File: src/sdadc_regs.svh
// Constants of the sigma-delta converter control: control word layout, reset word, mode codes, timing.
// Assumes a 100 MHz system clock; included by the package and by both ends.
`ifndef SDADC_REGS_SVH
`define SDADC_REGS_SVH
`define CTRL_W 24
`define MODE_MSB 23
`define MODE_LSB 21
`define CHAN_BIT 20
`define FS_MSB 11
`define FS_LSB 0
`define CTRL_RST 24'h000186
`define MODE_NORMAL 3'h0
`define MODE_SELF 3'h1
`define MODE_SYS_ZERO 3'h2
`define MODE_SYS_FULL 3'h3
`define MODE_SYS_OFFSET 3'h4
`define MODE_BACKGROUND 3'h5
`define FS_MIN 12'h013
`define FS_MAX 12'h7CE
`define CLK_HZ 100000000
`define MOD_RATE_HZ 19500
`define SETTLE_PERIODS 3'h4
`define BG_SLOTS 3'h6
`define DIV_W 16
`endif

File: src/sdadc_pkg.sv
// Types shared by both ends of the converter control link.
// Assumes sdadc_regs.svh for the widths.
`include "sdadc_regs.svh"
package sdadc_pkg;
  typedef logic [`CTRL_W-1:0] ctrl_t;
  typedef logic [2:0] mode_t;
  typedef enum logic [1:0] {AIN_INPUT, AIN_SHORT, AIN_REF} ain_t;
  typedef enum logic [2:0] {CAL_IDLE, CAL_ZERO, CAL_FULL, BG_RUN} cal_state_t;
  typedef enum logic [2:0] {H_BOOT, H_CAL, H_WAIT, H_USER, H_IDLE} host_state_t;
  typedef struct packed {
    logic [23:0] data;
    logic chan;
    logic settled;
  } result_t;
endpackage

File: src/adc_link.sv
// Link between the converter control end and the controlling microcontroller end.
// Assumes both ends share clk_sys.
`timescale 1ns/1ps
interface adc_link;
  import sdadc_pkg::*;
  logic ctrl_wr;
  ctrl_t ctrl_wdata;
  ctrl_t ctrl_rdata;
  logic busy;
  logic settled;
  logic overrun;
  logic res_valid;
  logic res_ready;
  result_t res;
  modport dev (input ctrl_wr, ctrl_wdata, res_ready, output ctrl_rdata, busy, settled, overrun, res_valid, res);
  modport host (output ctrl_wr, ctrl_wdata, res_ready, input ctrl_rdata, busy, settled, overrun, res_valid, res);
endinterface

File: src/sdadc_buf2.sv
// Two-entry buffer with valid and ready on both sides.
// Assumes a synchronous active-high reset.
`timescale 1ns/1ps
module sdadc_buf2 #(
  parameter int WIDTH = 26,
  parameter int DEPTH = 2
) (
  input wire logic clk_sys,
  input wire logic rst,
  input wire logic in_valid,
  output logic in_ready,
  input wire logic [WIDTH-1:0] in_data,
  output logic out_valid,
  input wire logic out_ready,
  output logic [WIDTH-1:0] out_data
);
  localparam int PW = (DEPTH > 1) ? $clog2(DEPTH) : 1;
  logic [WIDTH-1:0] mem_reg [DEPTH];
  logic [PW-1:0] wr_reg;
  logic [PW-1:0] rd_reg;
  logic [PW:0] cnt_reg;
  logic push;
  logic pop;

  // Honest full and empty from the entry count
  assign in_ready = (cnt_reg != (PW+1)'(DEPTH));
  assign out_valid = (cnt_reg != '0);
  assign out_data = mem_reg[rd_reg];
  assign push = in_valid && in_ready;
  assign pop = out_valid && out_ready;

  // Next pointer with wrap
  function automatic logic [PW-1:0] inc(input logic [PW-1:0] p);
    inc = (p == PW'(DEPTH - 1)) ? '0 : PW'(p + 1'b1);
  endfunction

  // Storage write
  always_ff @(posedge clk_sys) begin
    if (push) begin
      mem_reg[wr_reg] <= in_data;
    end
  end

  // Pointers and count
  always_ff @(posedge clk_sys) begin
    if (rst) begin
      wr_reg <= '0;
      rd_reg <= '0;
      cnt_reg <= '0;
    end else begin
      if (push) begin
        wr_reg <= inc(wr_reg);
      end
      if (pop) begin
        rd_reg <= inc(rd_reg);
      end
      cnt_reg <= cnt_reg + (PW+1)'(push) - (PW+1)'(pop);
    end
  end
endmodule // sdadc_buf2

File: src/sdadc_device.sv
// Converter control end: control word, decimating filter, settling tracking, calibration modes.
// Assumes the modulator bit arrives synchronous to clk_sys and the analog mux follows ain_sel.
// Summary of operation
// - Decimate fixed-rate modulator results to output rate
// - Twelve-bit filter select sets the notch
// - Cutoff spans lowest to highest programmable value
// - Output rate equals notch; settle four periods
// - Controller treats results invalid until settled; background-mode results are always marked settled, even before then
// - Controller waits settling after channel switch
// - Power-up reset loads defined control word
// - Top three bits select operating mode
// - Self calibration: shorted zero, reference span
// - System zero step converts applied zero
// - System full step converts applied full scale
// - Offset mode: input zero, reference span
// - Background mode interleaves calibration, one sixth rate
// - Controller calibrates after power-up and changes
// - Controller recalibrates after channel or notch change
`timescale 1ns/1ps
`include "sdadc_regs.svh"
module sdadc_device #(
  parameter int MOD_DIV = `CLK_HZ / `MOD_RATE_HZ
) (
  input wire logic clk_sys,
  input wire logic rst,
  adc_link.dev link,
  input wire logic mod_bit,
  output sdadc_pkg::ain_t ain_sel,
  output logic chan_sel,
  output logic [23:0] zero_coef,
  output logic [23:0] span_coef
);
  import sdadc_pkg::*;

  ctrl_t ctrl_reg;
  cal_state_t state_reg;
  mode_t kind_reg;
  ain_t ain_reg;
  logic [`DIV_W-1:0] div_reg;
  logic [11:0] dec_reg;
  logic [11:0] acc_reg;
  logic [23:0] raw_reg;
  logic conv_reg;
  logic [2:0] settle_reg;
  logic [2:0] slot_reg;
  logic [23:0] zero_reg;
  logic [23:0] span_reg;
  logic mux_chg_reg;
  logic overrun_reg;
  logic push;
  logic buf_ready;
  logic mod_tick;
  logic restart;
  logic settled;
  logic [11:0] dec_len;
  result_t res_in;

  // Filter select clamped to the programmable notch range
  function automatic logic [11:0] clamp_fs(input ctrl_t c);
    logic [11:0] fs;
    fs = c[`FS_MSB:`FS_LSB];
    if (fs < `FS_MIN) begin
      clamp_fs = `FS_MIN;
    end else if (fs > `FS_MAX) begin
      clamp_fs = `FS_MAX;
    end else begin
      clamp_fs = fs;
    end
  endfunction

  assign dec_len = clamp_fs(ctrl_reg);
  assign mod_tick = (div_reg == `DIV_W'(MOD_DIV - 1));
  assign restart = link.ctrl_wr || mux_chg_reg;
  assign settled = (settle_reg == `SETTLE_PERIODS);

  // Control word: reset default, host write, mode cleared when a one-shot calibration ends
  always_ff @(posedge clk_sys) begin
    if (rst) begin
      ctrl_reg <= `CTRL_RST;
    end else if (link.ctrl_wr) begin
      ctrl_reg <= link.ctrl_wdata;
    end else if (conv_reg && settled && ((state_reg == CAL_FULL) ||
        (state_reg == CAL_ZERO && kind_reg == `MODE_SYS_ZERO))) begin
      ctrl_reg[`MODE_MSB:`MODE_LSB] <= `MODE_NORMAL;
    end
  end

  // Modulator sample tick at the fixed internal rate
  always_ff @(posedge clk_sys) begin
    if (rst || mod_tick) begin
      div_reg <= '0;
    end else begin
      div_reg <= div_reg + 1'b1;
    end
  end

  // Decimating filter: sums modulator bits over the programmed count
  always_ff @(posedge clk_sys) begin
    if (rst || restart) begin
      dec_reg <= '0;
      acc_reg <= '0;
      conv_reg <= 1'b0;
    end else begin
      conv_reg <= 1'b0;
      if (mod_tick) begin
        if (dec_reg == dec_len - 1'b1) begin
          dec_reg <= '0;
          acc_reg <= '0;
          raw_reg <= {12'h000, acc_reg + 12'(mod_bit)};
          conv_reg <= 1'b1;
        end else begin
          dec_reg <= dec_reg + 1'b1;
          acc_reg <= acc_reg + 12'(mod_bit);
        end
      end
    end
  end

  // Settling count: four output periods after any word write or calibration-step input change; background slot changes do not restart it
  always_ff @(posedge clk_sys) begin
    if (rst || restart) begin
      settle_reg <= '0;
    end else if (conv_reg && !settled) begin
      settle_reg <= settle_reg + 1'b1;
    end
  end

  // Calibration sequencer and mux control
  always_ff @(posedge clk_sys) begin
    if (rst) begin
      state_reg <= CAL_IDLE;
      kind_reg <= `MODE_NORMAL;
      ain_reg <= AIN_INPUT;
      zero_reg <= '0;
      span_reg <= '0;
      slot_reg <= '0;
      mux_chg_reg <= 1'b0;
    end else begin
      mux_chg_reg <= 1'b0;
      if (link.ctrl_wr) begin
        kind_reg <= link.ctrl_wdata[`MODE_MSB:`MODE_LSB];
        slot_reg <= '0;
        case (link.ctrl_wdata[`MODE_MSB:`MODE_LSB])
          `MODE_SELF: begin
            state_reg <= CAL_ZERO;
            ain_reg <= AIN_SHORT;
          end
          `MODE_SYS_ZERO, `MODE_SYS_OFFSET: begin
            state_reg <= CAL_ZERO;
            ain_reg <= AIN_INPUT;
          end
          `MODE_SYS_FULL: begin
            state_reg <= CAL_FULL;
            ain_reg <= AIN_INPUT;
          end
          `MODE_BACKGROUND: begin
            state_reg <= BG_RUN;
            ain_reg <= AIN_INPUT;
          end
          default: begin
            state_reg <= CAL_IDLE;
            ain_reg <= AIN_INPUT;
          end
        endcase
      end else begin
        case (state_reg)
          CAL_ZERO: begin
            if (conv_reg && settled) begin
              zero_reg <= raw_reg;
              mux_chg_reg <= 1'b1;
              if (kind_reg == `MODE_SYS_ZERO) begin
                state_reg <= CAL_IDLE;
                ain_reg <= AIN_INPUT;
              end else begin
                state_reg <= CAL_FULL;
                ain_reg <= AIN_REF;
              end
            end
          end
          CAL_FULL: begin
            if (conv_reg && settled) begin
              span_reg <= raw_reg - zero_reg;
              state_reg <= CAL_IDLE;
              ain_reg <= AIN_INPUT;
              mux_chg_reg <= 1'b1;
            end
          end
          BG_RUN: begin
            // Slot 0 normal, slot 1 shorted zero, slot 2 reference, slots 3-5 discarded
            if (conv_reg) begin
              slot_reg <= (slot_reg == `BG_SLOTS - 1'b1) ? 3'h0 : slot_reg + 1'b1;
              if (slot_reg == 3'h1) begin
                zero_reg <= raw_reg;
              end
              if (slot_reg == 3'h2) begin
                span_reg <= raw_reg - zero_reg;
              end
              ain_reg <= (slot_reg == 3'h0) ? AIN_SHORT : (slot_reg == 3'h1) ? AIN_REF : AIN_INPUT;
            end
          end
          default: begin
            state_reg <= CAL_IDLE;
          end
        endcase
      end
    end
  end

  // Result words: normal mode every conversion, background slot 0 only
  assign push = conv_reg && ((state_reg == CAL_IDLE) || (state_reg == BG_RUN && slot_reg == 3'h0));
  assign res_in.data = raw_reg - zero_reg;
  assign res_in.chan = ctrl_reg[`CHAN_BIT];
  assign res_in.settled = settled || (state_reg == BG_RUN);

  // Overrun when the buffer is full; a new event wins over the clearing write
  always_ff @(posedge clk_sys) begin
    if (rst) begin
      overrun_reg <= 1'b0;
    end else if (push && !buf_ready) begin
      overrun_reg <= 1'b1;
    end else if (link.ctrl_wr) begin
      overrun_reg <= 1'b0;
    end
  end

  sdadc_buf2 #(.WIDTH($bits(result_t)), .DEPTH(2)) u_buf (
    .clk_sys(clk_sys),
    .rst(rst),
    .in_valid(push),
    .in_ready(buf_ready),
    .in_data(res_in),
    .out_valid(link.res_valid),
    .out_ready(link.res_ready),
    .out_data(link.res)
  );

  // Status and readback to the controller
  assign link.ctrl_rdata = ctrl_reg;
  assign link.busy = (state_reg == CAL_ZERO) || (state_reg == CAL_FULL);
  assign link.settled = settled;
  assign link.overrun = overrun_reg;
  assign ain_sel = ain_reg;
  assign chan_sel = ctrl_reg[`CHAN_BIT];
  assign zero_coef = zero_reg;
  assign span_coef = span_reg;
endmodule // sdadc_device

File: src/flat_wrapper.sv
// flat-port wrapper written by rule: the top's interface ports become plain ports
module sdadc_device_flat import sdadc_pkg::*;
#(
  parameter int MOD_DIV = `CLK_HZ / `MOD_RATE_HZ
)
  (clk_sys, rst, mod_bit, ain_sel, chan_sel, zero_coef, span_coef, link_ctrl_wr, link_ctrl_wdata, link_res_ready, link_ctrl_rdata, link_busy, link_settled, link_overrun, link_res_valid, link_res);
  adc_link link_i ();
  input wire logic clk_sys;
  input wire logic rst;
  input wire logic mod_bit;
  output sdadc_pkg::ain_t ain_sel;
  output logic chan_sel;
  output logic [23:0] zero_coef;
  output logic [23:0] span_coef;
  input wire logic [$bits(link_i.ctrl_wr)-1:0] link_ctrl_wr;
  input wire logic [$bits(link_i.ctrl_wdata)-1:0] link_ctrl_wdata;
  input wire logic [$bits(link_i.res_ready)-1:0] link_res_ready;
  output wire logic [$bits(link_i.ctrl_rdata)-1:0] link_ctrl_rdata;
  output wire logic [$bits(link_i.busy)-1:0] link_busy;
  output wire logic [$bits(link_i.settled)-1:0] link_settled;
  output wire logic [$bits(link_i.overrun)-1:0] link_overrun;
  output wire logic [$bits(link_i.res_valid)-1:0] link_res_valid;
  output wire logic [$bits(link_i.res)-1:0] link_res;
  assign link_i.ctrl_wr = link_ctrl_wr;
  assign link_i.ctrl_wdata = link_ctrl_wdata;
  assign link_i.res_ready = link_res_ready;
  assign link_ctrl_rdata = link_i.ctrl_rdata;
  assign link_busy = link_i.busy;
  assign link_settled = link_i.settled;
  assign link_overrun = link_i.overrun;
  assign link_res_valid = link_i.res_valid;
  assign link_res = link_i.res;
  sdadc_device #(.MOD_DIV(MOD_DIV)) u_core (.clk_sys(clk_sys), .rst(rst), .link(link_i), .mod_bit(mod_bit), .ain_sel(ain_sel), .chan_sel(chan_sel), .zero_coef(zero_coef), .span_coef(span_coef));
endmodule
File: config.mk
export PLATFORM = sky130hd
export DESIGN_NAME = sdadc_device_flat
export DESIGN_NICKNAME = d
export VERILOG_FILES = /design/src/sdadc_pkg.sv /design/src/adc_link.sv /design/src/sdadc_buf2.sv /design/src/sdadc_device.sv /design/src/flat_wrapper.sv
export VERILOG_INCLUDE_DIRS = /design/src
export SDC_FILE = /design/constraint.sdc
export NUM_CORES = 1
export LEC_CHECK = 0
export BUFFER_PORTS_ARGS = -buffer_cell sky130_fd_sc_hd__buf_4
export CORE_MARGIN = 3
export CORE_UTILIZATION = 45
export DETAILED_ROUTE_END_ITERATION = 8
export MAX_ROUTING_LAYER = met4
export PLACE_DENSITY = 0.66
export SLEW_MARGIN = 20
export SYNTH_ARGS = -nofsm -noshare
export SYNTH_HDL_FRONTEND = slang
export SYNTH_SLANG_ARGS = --single-unit
File: constraint.sdc
create_clock -name clk_sys -period 5.4 [get_ports clk_sys]
set_input_delay 1.08 -clock clk_sys [delete_from_list [all_inputs] [get_ports clk_sys]]
set_output_delay 1.08 -clock clk_sys [all_outputs]
set_load 0.01 [all_outputs]
## Word level (Yosys, flattened, before mapping)

Memory sizes are Yosys's and may differ from the RTL's. A register that Yosys moved wholly into a read port is not among the register bits.
Index checks and enable logic that the tools add are counted.

| word-level totals | value |
|---|---|
| register bits after elaboration | 145 |
| RAM bits | 52 |
| bits of input ports | 29 |
| logic and storage cells | 139 |
| memories kept | 1 |

| operators by class | value |
|---|---|
| add/sub/neg operators | 11 |
| magnitude comparators | 2 |
| equal/unequal tests | 25 |
| mux-type cells | 40 |
| bitwise logic cells | 4 |
| reduce and logical (&&, ||, !) cells | 37 |

Memory list:

| memory | words | width | rd ports | clocked after memory_dff | wr ports | line | text |
|---|---|---|---|---|---|---|---|
| u_core.u_buf.mem_reg | 2 | 26 | 1 | 1 | 1 | sdadc_buf2.sv:18 | `logic [WIDTH-1:0] mem_reg [DEPTH];` |

Operators with widths:

| operator | count |
|---|---|
| 2-to-1 mux 24 bit | 6 |
| one-hot mux 24 bit (2 select lines) | 2 |
| 2-to-1 mux 12 bit | 4 |
| subtractor 12 x 24 -> 24 bit | 1 |
| == test 3 x 2 -> 1 bit (second input constant) | 6 |
| 2-to-1 mux 3 bit | 6 |
| adder 16 x 1 -> 16 bit (second input constant) | 1 |
| == test 16 x 13 -> 1 bit (second input constant) | 1 |
| 2-to-1 mux 2 bit | 8 |
| adder 12 x 1 -> 12 bit | 1 |
| adder 12 x 1 -> 12 bit (second input constant) | 1 |
| == test 12 bit | 1 |
| == test 3 bit (second input constant) | 4 |
| greater-than comparator 12 x 11 -> 1 bit (second input constant) | 1 |
| < comparator 12 x 5 -> 1 bit (second input constant) | 1 |
| one-hot mux 2 bit (3 select lines) | 2 |
| subtractor 12 x 1 -> 12 bit (second input constant) | 1 |
| 2-to-1 mux 1 bit | 11 |
| AND reduction 5 bit | 2 |
| nonzero test 2 bit | 5 |
| == test 3 x 1 -> 1 bit (second input constant) | 3 |
| logical AND 1 bit | 9 |
| one-hot mux 3 bit (3 select lines) | 1 |
| inequality test 2 x 1 -> 1 bit (second input constant) | 4 |
| other kinds (17) | 37 |

## Longest topological paths before layout

Gate-level depths: netlist of the first run.

| depth | value |
|---|---|
| word-level depth | 7 |
| mapped depth | 15 |
| depth with buffers taken out | 13 |

## Modules after synthesis

A second synthesis of the first run with hierarchy kept.

| second synthesis, totals | value |
|---|---|
| cells, all modules | 860 |
| area, all modules | 8,613.3 µm² |

By module, submodules not included:

| module | instances | cells each | area each (µm²) | seq. area each (µm²) |
|---|---|---|---|---|
| sdadc_device | 1 | 752 | 6,389.9 | 2,602.5 |
| sdadc_buf2 | 1 | 108 | 2,223.4 | 1,661.6 |

## Least setup slack after synthesis of the first run

Ideal clock, no wire load.

| timing path | value |
|---|---|
| path kind | register to register |
| start point | register u_core.ctrl_reg[3], in the netlist u_core.link.ctrl_rdata[3] |
| end point | register u_core.raw_reg[0] (enable) |
| library setup time | 0.396 ns |
| arrival time | 3.759 ns |
| slack | 1.245 ns |
| cell stages (with the launch flop) | 13 |
| path buffers | 1 |
| cell sequence | dfxtp_1 -> buf_4 -> nand4_2 -> a211oi_4 -> nor2_1 -> a21oi_1 -> ha_1 -> or3b_1 -> nor4b_1 -> o211ai_1 -> a32oi_4 -> o2111ai_4 -> nor3_1 |

| between the ends | value |
|---|---|
| longest elaborated chain between the ends | 6 |

Ends and longest elaborated chain:

| element | line | text |
|---|---|---|
| start, declared | sdadc_device.sv:35 | `ctrl_t ctrl_reg;` |
| start signal, assigned | sdadc_device.sv:79 | `` ctrl_reg <= `CTRL_RST; `` |
| start signal, assigned | sdadc_device.sv:81 | `ctrl_reg <= link.ctrl_wdata;` |
| start signal, assigned by index | sdadc_device.sv:84 | `` ctrl_reg[`MODE_MSB:`MODE_LSB] <= `MODE_NORMAL; `` |
| greater-than comparator 12 x 11 -> 1 bit (no source line) | - |  |
| 2-to-1 mux 12 bit | sdadc_device.sv:64 | `` end else if (fs > `FS_MAX) begin `` |
| 2-to-1 mux 12 bit (*) | sdadc_device.sv:62 | `` if (fs < `FS_MIN) begin `` |
| subtractor 12 x 1 -> 12 bit (*) | sdadc_device.sv:106 | `if (dec_reg == dec_len - 1'b1) begin` |
| == test 12 bit (*) | sdadc_device.sv:106 |  |
| AND reduction 3 bit (no source line) (*) | - |  |
| end signal, assigned | sdadc_device.sv:109 | `raw_reg <= {12'h000, acc_reg + 12'(mod_bit)};` |
| end, declared | sdadc_device.sv:42 | `logic [23:0] raw_reg;` |

Mark *: on every way between the ends. The rest lies on a longest branch, timed or not.
A chain may end at the register's enable or synchronous reset.

## Final worst setup path of the first run

| timing path | value |
|---|---|
| start point | register u_core.ctrl_reg[3], in the netlist u_core.link.ctrl_rdata[3] |
| end point | register u_core.dec_reg[9] |

| between the ends | value |
|---|---|
| longest elaborated chain between the ends | 6 |

Ends and longest elaborated chain:

| element | line | text |
|---|---|---|
| greater-than comparator 12 x 11 -> 1 bit (no source line) | - |  |
| 2-to-1 mux 12 bit | sdadc_device.sv:64 |  |
| 2-to-1 mux 12 bit (*) | sdadc_device.sv:62 |  |
| subtractor 12 x 1 -> 12 bit (*) | sdadc_device.sv:106 |  |
| == test 12 bit (*) | sdadc_device.sv:106 |  |
| 2-to-1 mux 12 bit (*) | sdadc_device.sv:106 |  |
| end signal, assigned | sdadc_device.sv:112 | `dec_reg <= dec_reg + 1'b1;` |
| end, declared | sdadc_device.sv:40 | `logic [11:0] dec_reg;` |

Marked as above.

==> flow_metrics.env, run 1 <==
export IMPL_drc_errors=0
export IMPL_grt_pass1_wl_um=28000
export IMPL_final_nets=977
export IMPL_clkSlewWorstSetupHoldPaths_ps=70
export IMPL_syn2layout_area_growth_pct=19.4
export IMPL_clk_latency_ps=430
export IMPL_start_util=0.467
export IMPL_cts_htree_levels=4
export IMPL_finalCritPeriodShare=0.734
export IMPL_rr_worst_depth=12
export IMPL_crit_type="flop to flop"
export IMPL_yosys_top_cells_area="dfxtp_1 (28%), edfxtp_1 (20%), nor2_1 (5.8%)"
export IMPL_drtAntennaViolNets=0
export IMPL_hold_path_startpoint="u_core.span_coef[16]"
export IMPL_cts_resized=0
export IMPL_synth_enable_flop_cells=56
export IMPL_critPathTopFamily="compound AO/OA/AOI/OAI gates"
export IMPL_leakagePower_nw=3.87
export IMPL_vias_per_cell=5.10
export IMPL_p_per_area_mw_per_mm2=301
export IMPL_antenna_cells=0
export IMPL_max_freq_mhz=252
export IMPL_worstPathRequired_ps=5690
export IMPL_final_setup_tns_ps=0
export IMPL_synth_area_mm2=0.00823
export IMPL_slowest_delay_ps=550
export IMPL_worst_slew_pin_slew_ps=989
export IMPL_synth_yosys_seq_area_share=0.489
export IMPL_setup_violations=0
export IMPL_grt_ovfl_total=0
export IMPL_routed_wl_um=17100
export IMPL_drv_cap=0
export IMPL_cp_arrival_ps=4250
export IMPL_worst_path_most_repeated_cell="nor2_1"
export IMPL_cp_depth=12
export IMPL_slew_viol_final=0
export IMPL_cts_sinks=173
export IMPL_startpoint="u_core.link.ctrl_rdata[3]"
export IMPL_clockBufferDepth=2
export IMPL_dr_pass1_iters=5
export IMPL_die_area_mm2=0.0199
export IMPL_drive_gt1_frac=0.217
export IMPL_gp_congestion=0.922
export IMPL_worst_path_max_fanout=14
export IMPL_synthTopCellsByCount="nor2_1 (128), dfxtp_1 (117), nand2_1 (60)"
export IMPL_ir_drop_mv=0.257
export IMPL_hold_class="flop to flop"
export IMPL_dieHeight_um=141
export IMPL_worstPathCellList="nand4_2 -> a211oi_4 -> nor2_1 -> a21oi_1 -> ha_1 -> or3b_1 -> nor4b_1 -> o211ai_1 -> a32oi_4 -> o2111ai_4 -> o21bai_2 -> nor2_1"
export IMPL_hold_viol=0
export IMPL_cts_tree="done"
export IMPL_synth_avg_cell_area_um2=10.0
export IMPL_relSlewSlack=0.340
export IMPL_grt_pass1_vias=5594
export IMPL_largest_reg_flops=44
export IMPL_cts_root_buf="clkbuf_16"
export IMPL_hpwl_um=12400
export IMPL_antenna_found_initial=0
export IMPL_status="finished, final reports clean"
export IMPL_synth_area_leader_cell="dfxtp_1"
export IMPL_hold_depth=2
export IMPL_wl_per_cell_um=14.7
export IMPL_crit_path_end_kind="flop"
export IMPL_port_buffers=121
export IMPL_slowest_stage="o21bai_2"
export IMPL_totalPowerFinal_mw=2.96
export IMPL_yosysTopAreaCellShare=0.285
export IMPL_ctsHoldBuffers=0
export IMPL_ys_seq_elements=173
export IMPL_drt_iter0_drc=321
export IMPL_rsz0062_at_grt="no"
export IMPL_fp_row_count=48
export IMPL_vias=5916
export IMPL_critPathBufInv=0
export IMPL_worst_clock_skew_ps=9.58
export IMPL_crit_path_start_kind="flop"
export IMPL_synth_warnings=0
export IMPL_grt_max_degree=65
export IMPL_synth_cell_types=71
export IMPL_io_pins=134
export IMPL_yosys_cell_count_top_type="nor2_1"
export IMPL_reg2reg_from="u_core.link.ctrl_rdata[3]"
export IMPL_synth_cells=819
export IMPL_die_x_um=141
export IMPL_ys_async_sr_fraction=0
export IMPL_postCtsSetupBuffers=0
export IMPL_finalCriticalPeriod_ps=3960
export IMPL_synthFlopType="dfxtp_1"
export IMPL_track_usage=0.180
export IMPL_numCtsBuffers=17
export IMPL_coreArea_mm2=0.0176
[final timing paths]
| kind | slack, ps | to |
|---|---|---|
| min | 450 | u_core.span_coef[16] |
| min reg2reg | 450 | u_core.span_coef[16] |
| max reg2reg | 1440 | u_core.dec_reg[9] |
| max | 1440 | u_core.dec_reg[9] |
[logic make-up after synthesis]
kind of cell,Yosys count,share of synthesized area
AO/OA/AOI/OAI,108,0.0992
XOR/XNOR,65,0.0692
adder cells (fa/ha/maj),26,0.0405
buffers and inverters,86,0.0514
flip-flops,173,0.489
multiplexers,59,0.0751
other,1,0.000456
AND/OR/NAND/NOR,301,0.175
[layout make-up]
cell class / instances / area [µm²]
Multi-Input combinational cell: 571 / 3830
Clock inverter: 15 / 183
Fill cell: 1543 / 7780
Timing Repair Buffer: 126 / 946
Sequential cell: 173 / 4020
Clock buffer: 17 / 425
Inverter: 33 / 124
Tap cell: 225 / 282
[routing by layer]
metal | vias to the layer above | track usage | share of wire
li1 | 3022 | - | -
met1 | 2755 | 0.232 | 0.47
met2 | 119 | 0.278 | 0.47
met3 | 20 | 0.0431 | 0.045
met4 | 0 | 0.0617 | 0.015
met5 | - | - | 0
[where the power goes]
part | switching, mW | internal (mW) | leakage, nW | total, mW
Clock | 0.571 | 0.669 | 0.300 | 1.24
Sequential | 0.0478 | 1.36 | 1.47 | 1.41
Combinational | 0.143 | 0.169 | 2.10 | 0.312
Total | 0.762 | 2.20 | 3.87 | 2.96
[metrics by stage]
stage | instance area (µm²) | hold slack [ps] | cells | setup WS (ps) | util
2_1_floorplan | 8270 | 418 | 830 | 1240 | -
3_3_place_gp | 9210 | 427 | 1128 | 1540 | 0.523
3_5_place_dp | 9210 | 437 | 1128 | 1450 | 0.523
4_1_cts | 9820 | 452 | 1160 | 1450 | 0.558
5_1_grt | 9820 | 487 | 1160 | 1010 | 0.558
6_report | 9820 | 453 | 1160 | 1440 | 0.558
[placed cells by master, fill, tap and decap left out, types with 4 or more instances in the layout]
| cell | instances |
|---|---|
| and2_1 | 4 |
| a21o_1 | 7 |
| inv_6 | 4 |
| dfxtp_1 | 117 |
| or2_2 | 4 |
| o211ai_1 | 7 |
| clkbuf_16 | 17 |
| inv_8 | 6 |
| a22o_1 | 8 |
| nand2_1 | 60 |
| nor2b_1 | 12 |
| mux2i_1 | 37 |
| xor2_1 | 33 |
| nand2b_1 | 5 |
| and3_1 | 7 |
| o21a_1 | 5 |
| buf_4 | 126 |
| ha_1 | 25 |
| conb_1 | 12 |
| nand3_1 | 26 |
| nor3_1 | 12 |
| nor2_1 | 126 |
| xnor2_1 | 32 |
| nor3b_1 | 8 |
| a21oi_1 | 28 |
| a211o_1 | 8 |
| edfxtp_1 | 56 |
| mux2_2 | 22 |
| inv_1 | 33 |
| o21ai_0 | 12 |
| or3_1 | 5 |
| nand4_1 | 6 |
[tightest hold or removal path: stages, from the launching register on]
cell	delay (ps)
dfxtp_1	320
nand2_1	50
nand2_1	40
Power figures use the tool's default switching activity.
==> inputs of run 2 (changes only) <==
Settings changed: ABC_AREA set to 1.
Clock period 5.4 ns to 3.7 ns, I/O delays scaled along.
==> run 2 against run 1 <==
Against the previous run: non-clock buffer count rose by 5; maximum frequency rose by 39%; via count grew 8.0%; final area grew 0.56%; power up 47%; largest cell class unchanged.
==> flow_metrics.env, run 2 <==
export IMPL_status="finished, final reports clean"
export IMPL_slowest_delay_ps=370
export IMPL_synth_cell_types=45
export IMPL_yosys_top_cells_area="dfxtp_1 (29%), edfxtp_1 (21%), nand2_1 (6.4%)"
export IMPL_hold_class="flop to flop"
export IMPL_leakagePower_nw=4.17
export IMPL_cts_tree="done"
export IMPL_r2r_setup_slack_ps=840
export IMPL_synth_enable_flop_cells=56
export IMPL_final_common_cell="nand2_1"
export IMPL_die_area_mm2=0.0199
export IMPL_wl_per_cell_um=13.1
export IMPL_hpwl_um=12800
export IMPL_vias=6387
export IMPL_relSlewSlack=0.494
export IMPL_ys_seq_elements=173
export IMPL_max_freq_mhz=350
export IMPL_yosysTopAreaCellShare=0.286
export IMPL_placed_cell_area_mm2=0.00925
export IMPL_ctsHoldBuffers=0
export IMPL_final_area_mm2=0.00987
export IMPL_track_usage=0.181
export IMPL_mostFrequentLayoutCells="nand2_1 (140), inv_1 (131), buf_4 (131), dfxtp_1 (117), nor2_1 (100)"
export IMPL_reg2reg_from="u_core.link.ctrl_rdata[11]"
export IMPL_final_nets=1123
export IMPL_drc_errors=0
export IMPL_antenna_found_initial=0
export IMPL_grt_pass1_vias=6032
export IMPL_whs_endpoint="u_core.div_reg[0]"
export IMPL_worst_clock_skew_ps=11.5
export IMPL_vias_per_cell=4.89
export IMPL_dr_pass1_iters=5
export IMPL_grt_max_degree=25
export IMPL_r2r_end="u_core.raw_reg[1]"
export IMPL_gp_congestion=0.835
export IMPL_fin_util=0.563
export IMPL_rsz0062_at_grt="no"
export IMPL_finalCritPeriodShare=0.772
export IMPL_hold_viol=0
export IMPL_io_pins=134
export IMPL_crit_type="flop to flop"
export IMPL_worstPathCellList="nor2_2 -> nand2_1 -> nor2_4 -> nand2_4 -> nand2_2 -> inv_1 -> ha_1 -> xnor2_1 -> nand3b_1 -> nand2_1 -> inv_1 -> nor2_1 -> inv_1 -> nor2_1 -> nand2_1 -> nor3_1 -> nand3_1 -> nor2_1 -> buf_4"
export IMPL_startpoint="u_core.link.ctrl_rdata[11]"
export IMPL_hold_path_startpoint="u_core.div_reg[0]"
export IMPL_synth_warnings=0
export IMPL_post_place_ws_ps=830
export IMPL_cp_arrival_ps=2980
export IMPL_synth_yosys_seq_area_share=0.491
export IMPL_cts_root_buf="clkbuf_16"
export IMPL_worstPathRequired_ps=3830
export IMPL_worst_slew_pin_slew_ps=757
export IMPL_final_setup_tns_ps=0
export IMPL_grt_ovfl_total=0
export IMPL_start_util=0.467
export IMPL_fp_row_count=48
export IMPL_drv_cap=0
export IMPL_coreArea_mm2=0.0175
export IMPL_cts_htree_levels=4
export IMPL_clkSlewWorstSetupHoldPaths_ps=70
export IMPL_slowest_stage="dfxtp_1"
export IMPL_antenna_cells=0
export IMPL_crit_path_end_kind="flop"
export IMPL_yosys_cell_count_top_type="nand2_1"
export IMPL_ys_async_sr_fraction=0
export IMPL_regArea_mm2=0.00402
export IMPL_worst_path_max_fanout=12
export IMPL_critPathTopFamily="simple AND/OR/NAND/NOR gates"
export IMPL_drive_gt1_frac=0.207
export IMPL_cts_sinks=173
export IMPL_drt_iter0_drc=338
export IMPL_synth_area_mm2=0.00819
export IMPL_finalCriticalPeriod_ps=2860
export IMPL_die_x_um=141
export IMPL_critPathBufInv=4
export IMPL_clk_latency_ps=430
export IMPL_p_per_area_mw_per_mm2=441
export IMPL_postLayoutSetupSlackWorst_ps=843
export IMPL_routed_wl_um=17100
export IMPL_synthFlopType="dfxtp_1"
export IMPL_numCtsBuffers=17
export IMPL_port_buffers=121
export IMPL_fill_cells=1637
export IMPL_crit_path_start_kind="flop"
export IMPL_hold_depth=1
export IMPL_drtAntennaViolNets=0
export IMPL_largest_reg_flops=44
export IMPL_synth_cells=948
export IMPL_synth_avg_cell_area_um2=8.64
export IMPL_multi_input_area_mm2=0.00346
export IMPL_cts_resized=0
export IMPL_syn2layout_area_growth_pct=20.6
export IMPL_slew_viol_final=0
export IMPL_clockBufferDepth=2
export IMPL_rr_worst_depth=19
export IMPL_synthTopCellsByCount="nand2_1 (140), inv_1 (131), dfxtp_1 (117)"
export IMPL_grt_pass1_wl_um=28500
export IMPL_synth_area_leader_cell="dfxtp_1"
export IMPL_setup_violations=0
export IMPL_ir_drop_mv=0.298
export IMPL_dieHeight_um=141
export IMPL_postCtsSetupBuffers=0
## run 2: worst register-to-register path, delay by kind of cell, from the launching register on
| family | cells | cell delay, ps |
|---|---|---|
| and+or+nand+nor | 13 | 1410 |
| xor gates and xnor gates | 1 | 140 |
| adders and majority gates | 1 | 240 |
| DFF | 1 | 370 |
| buffers and inverters | 4 | 380 |
## run 2: worst max path at each step
| stage | end | slack, ps | cells after the start |
|---|---|---|---|
| after floorplan | u_core.raw_reg[0] | 680 | 18 |
| after global placement | u_core.raw_reg[2] | 840 | 19 |
| after detailed placement | u_core.raw_reg[3] | 830 | 19 |
| after CTS | u_core.raw_reg[5] | 810 | 19 |
| after global routing | u_core.raw_reg[1] | 510 | 19 |
| final | u_core.raw_reg[1] | 840 | 19 |
## run 2: logic make-up after synthesis
group,after synthesis,share of synthesized area
xor+xnor,37,0.0396
buf+inv,174,0.0914
simple gates,355,0.198
mux,23,0.0315
fa+ha+maj,26,0.0406
compound gates,159,0.107
other cells,1,0.000458
flops,173,0.491
## run 2: per-layer routing
layer | GRT usage | vias to the layer above | part of all wire
met5 | - | - | 0
li1 | - | 3327 | -
met4 | 0.0607 | 0 | 0.015
met2 | 0.304 | 97 | 0.49
met1 | 0.220 | 2944 | 0.46
met3 | 0.0336 | 19 | 0.035
## run 2: layout make-up
class	instances	share of cell area
Tap cell	225	0.0285
Clock buffer	17	0.0431
Sequential cell	173	0.408
Inverter	133	0.0506
Multi-Input combinational cell	612	0.351
Timing Repair Buffer	131	0.0996
Clock inverter	15	0.0200
## run 2: through the flow
step / hold WS (ps) / std cells / total power [mW]
final: 451 / 1306 / 4.36
after global placement: 429 / 1274 / 2.58
after floorplan: 418 / 959 / 2.40
after detailed placement: 437 / 1274 / 2.58
after global routing: 463 / 1306 / 4.54
after CTS: 453 / 1306 / 4.40
## run 2: report_power, final
| part | switching [mW] | total, mW | internal [mW] |
|---|---|---|---|
| sequential | 0.0375 | 2.04 | 2.01 |
| clock | 0.848 | 1.83 | 0.978 |
| combinational | 0.271 | 0.491 | 0.220 |
| total | 1.16 | 4.36 | 3.20 |
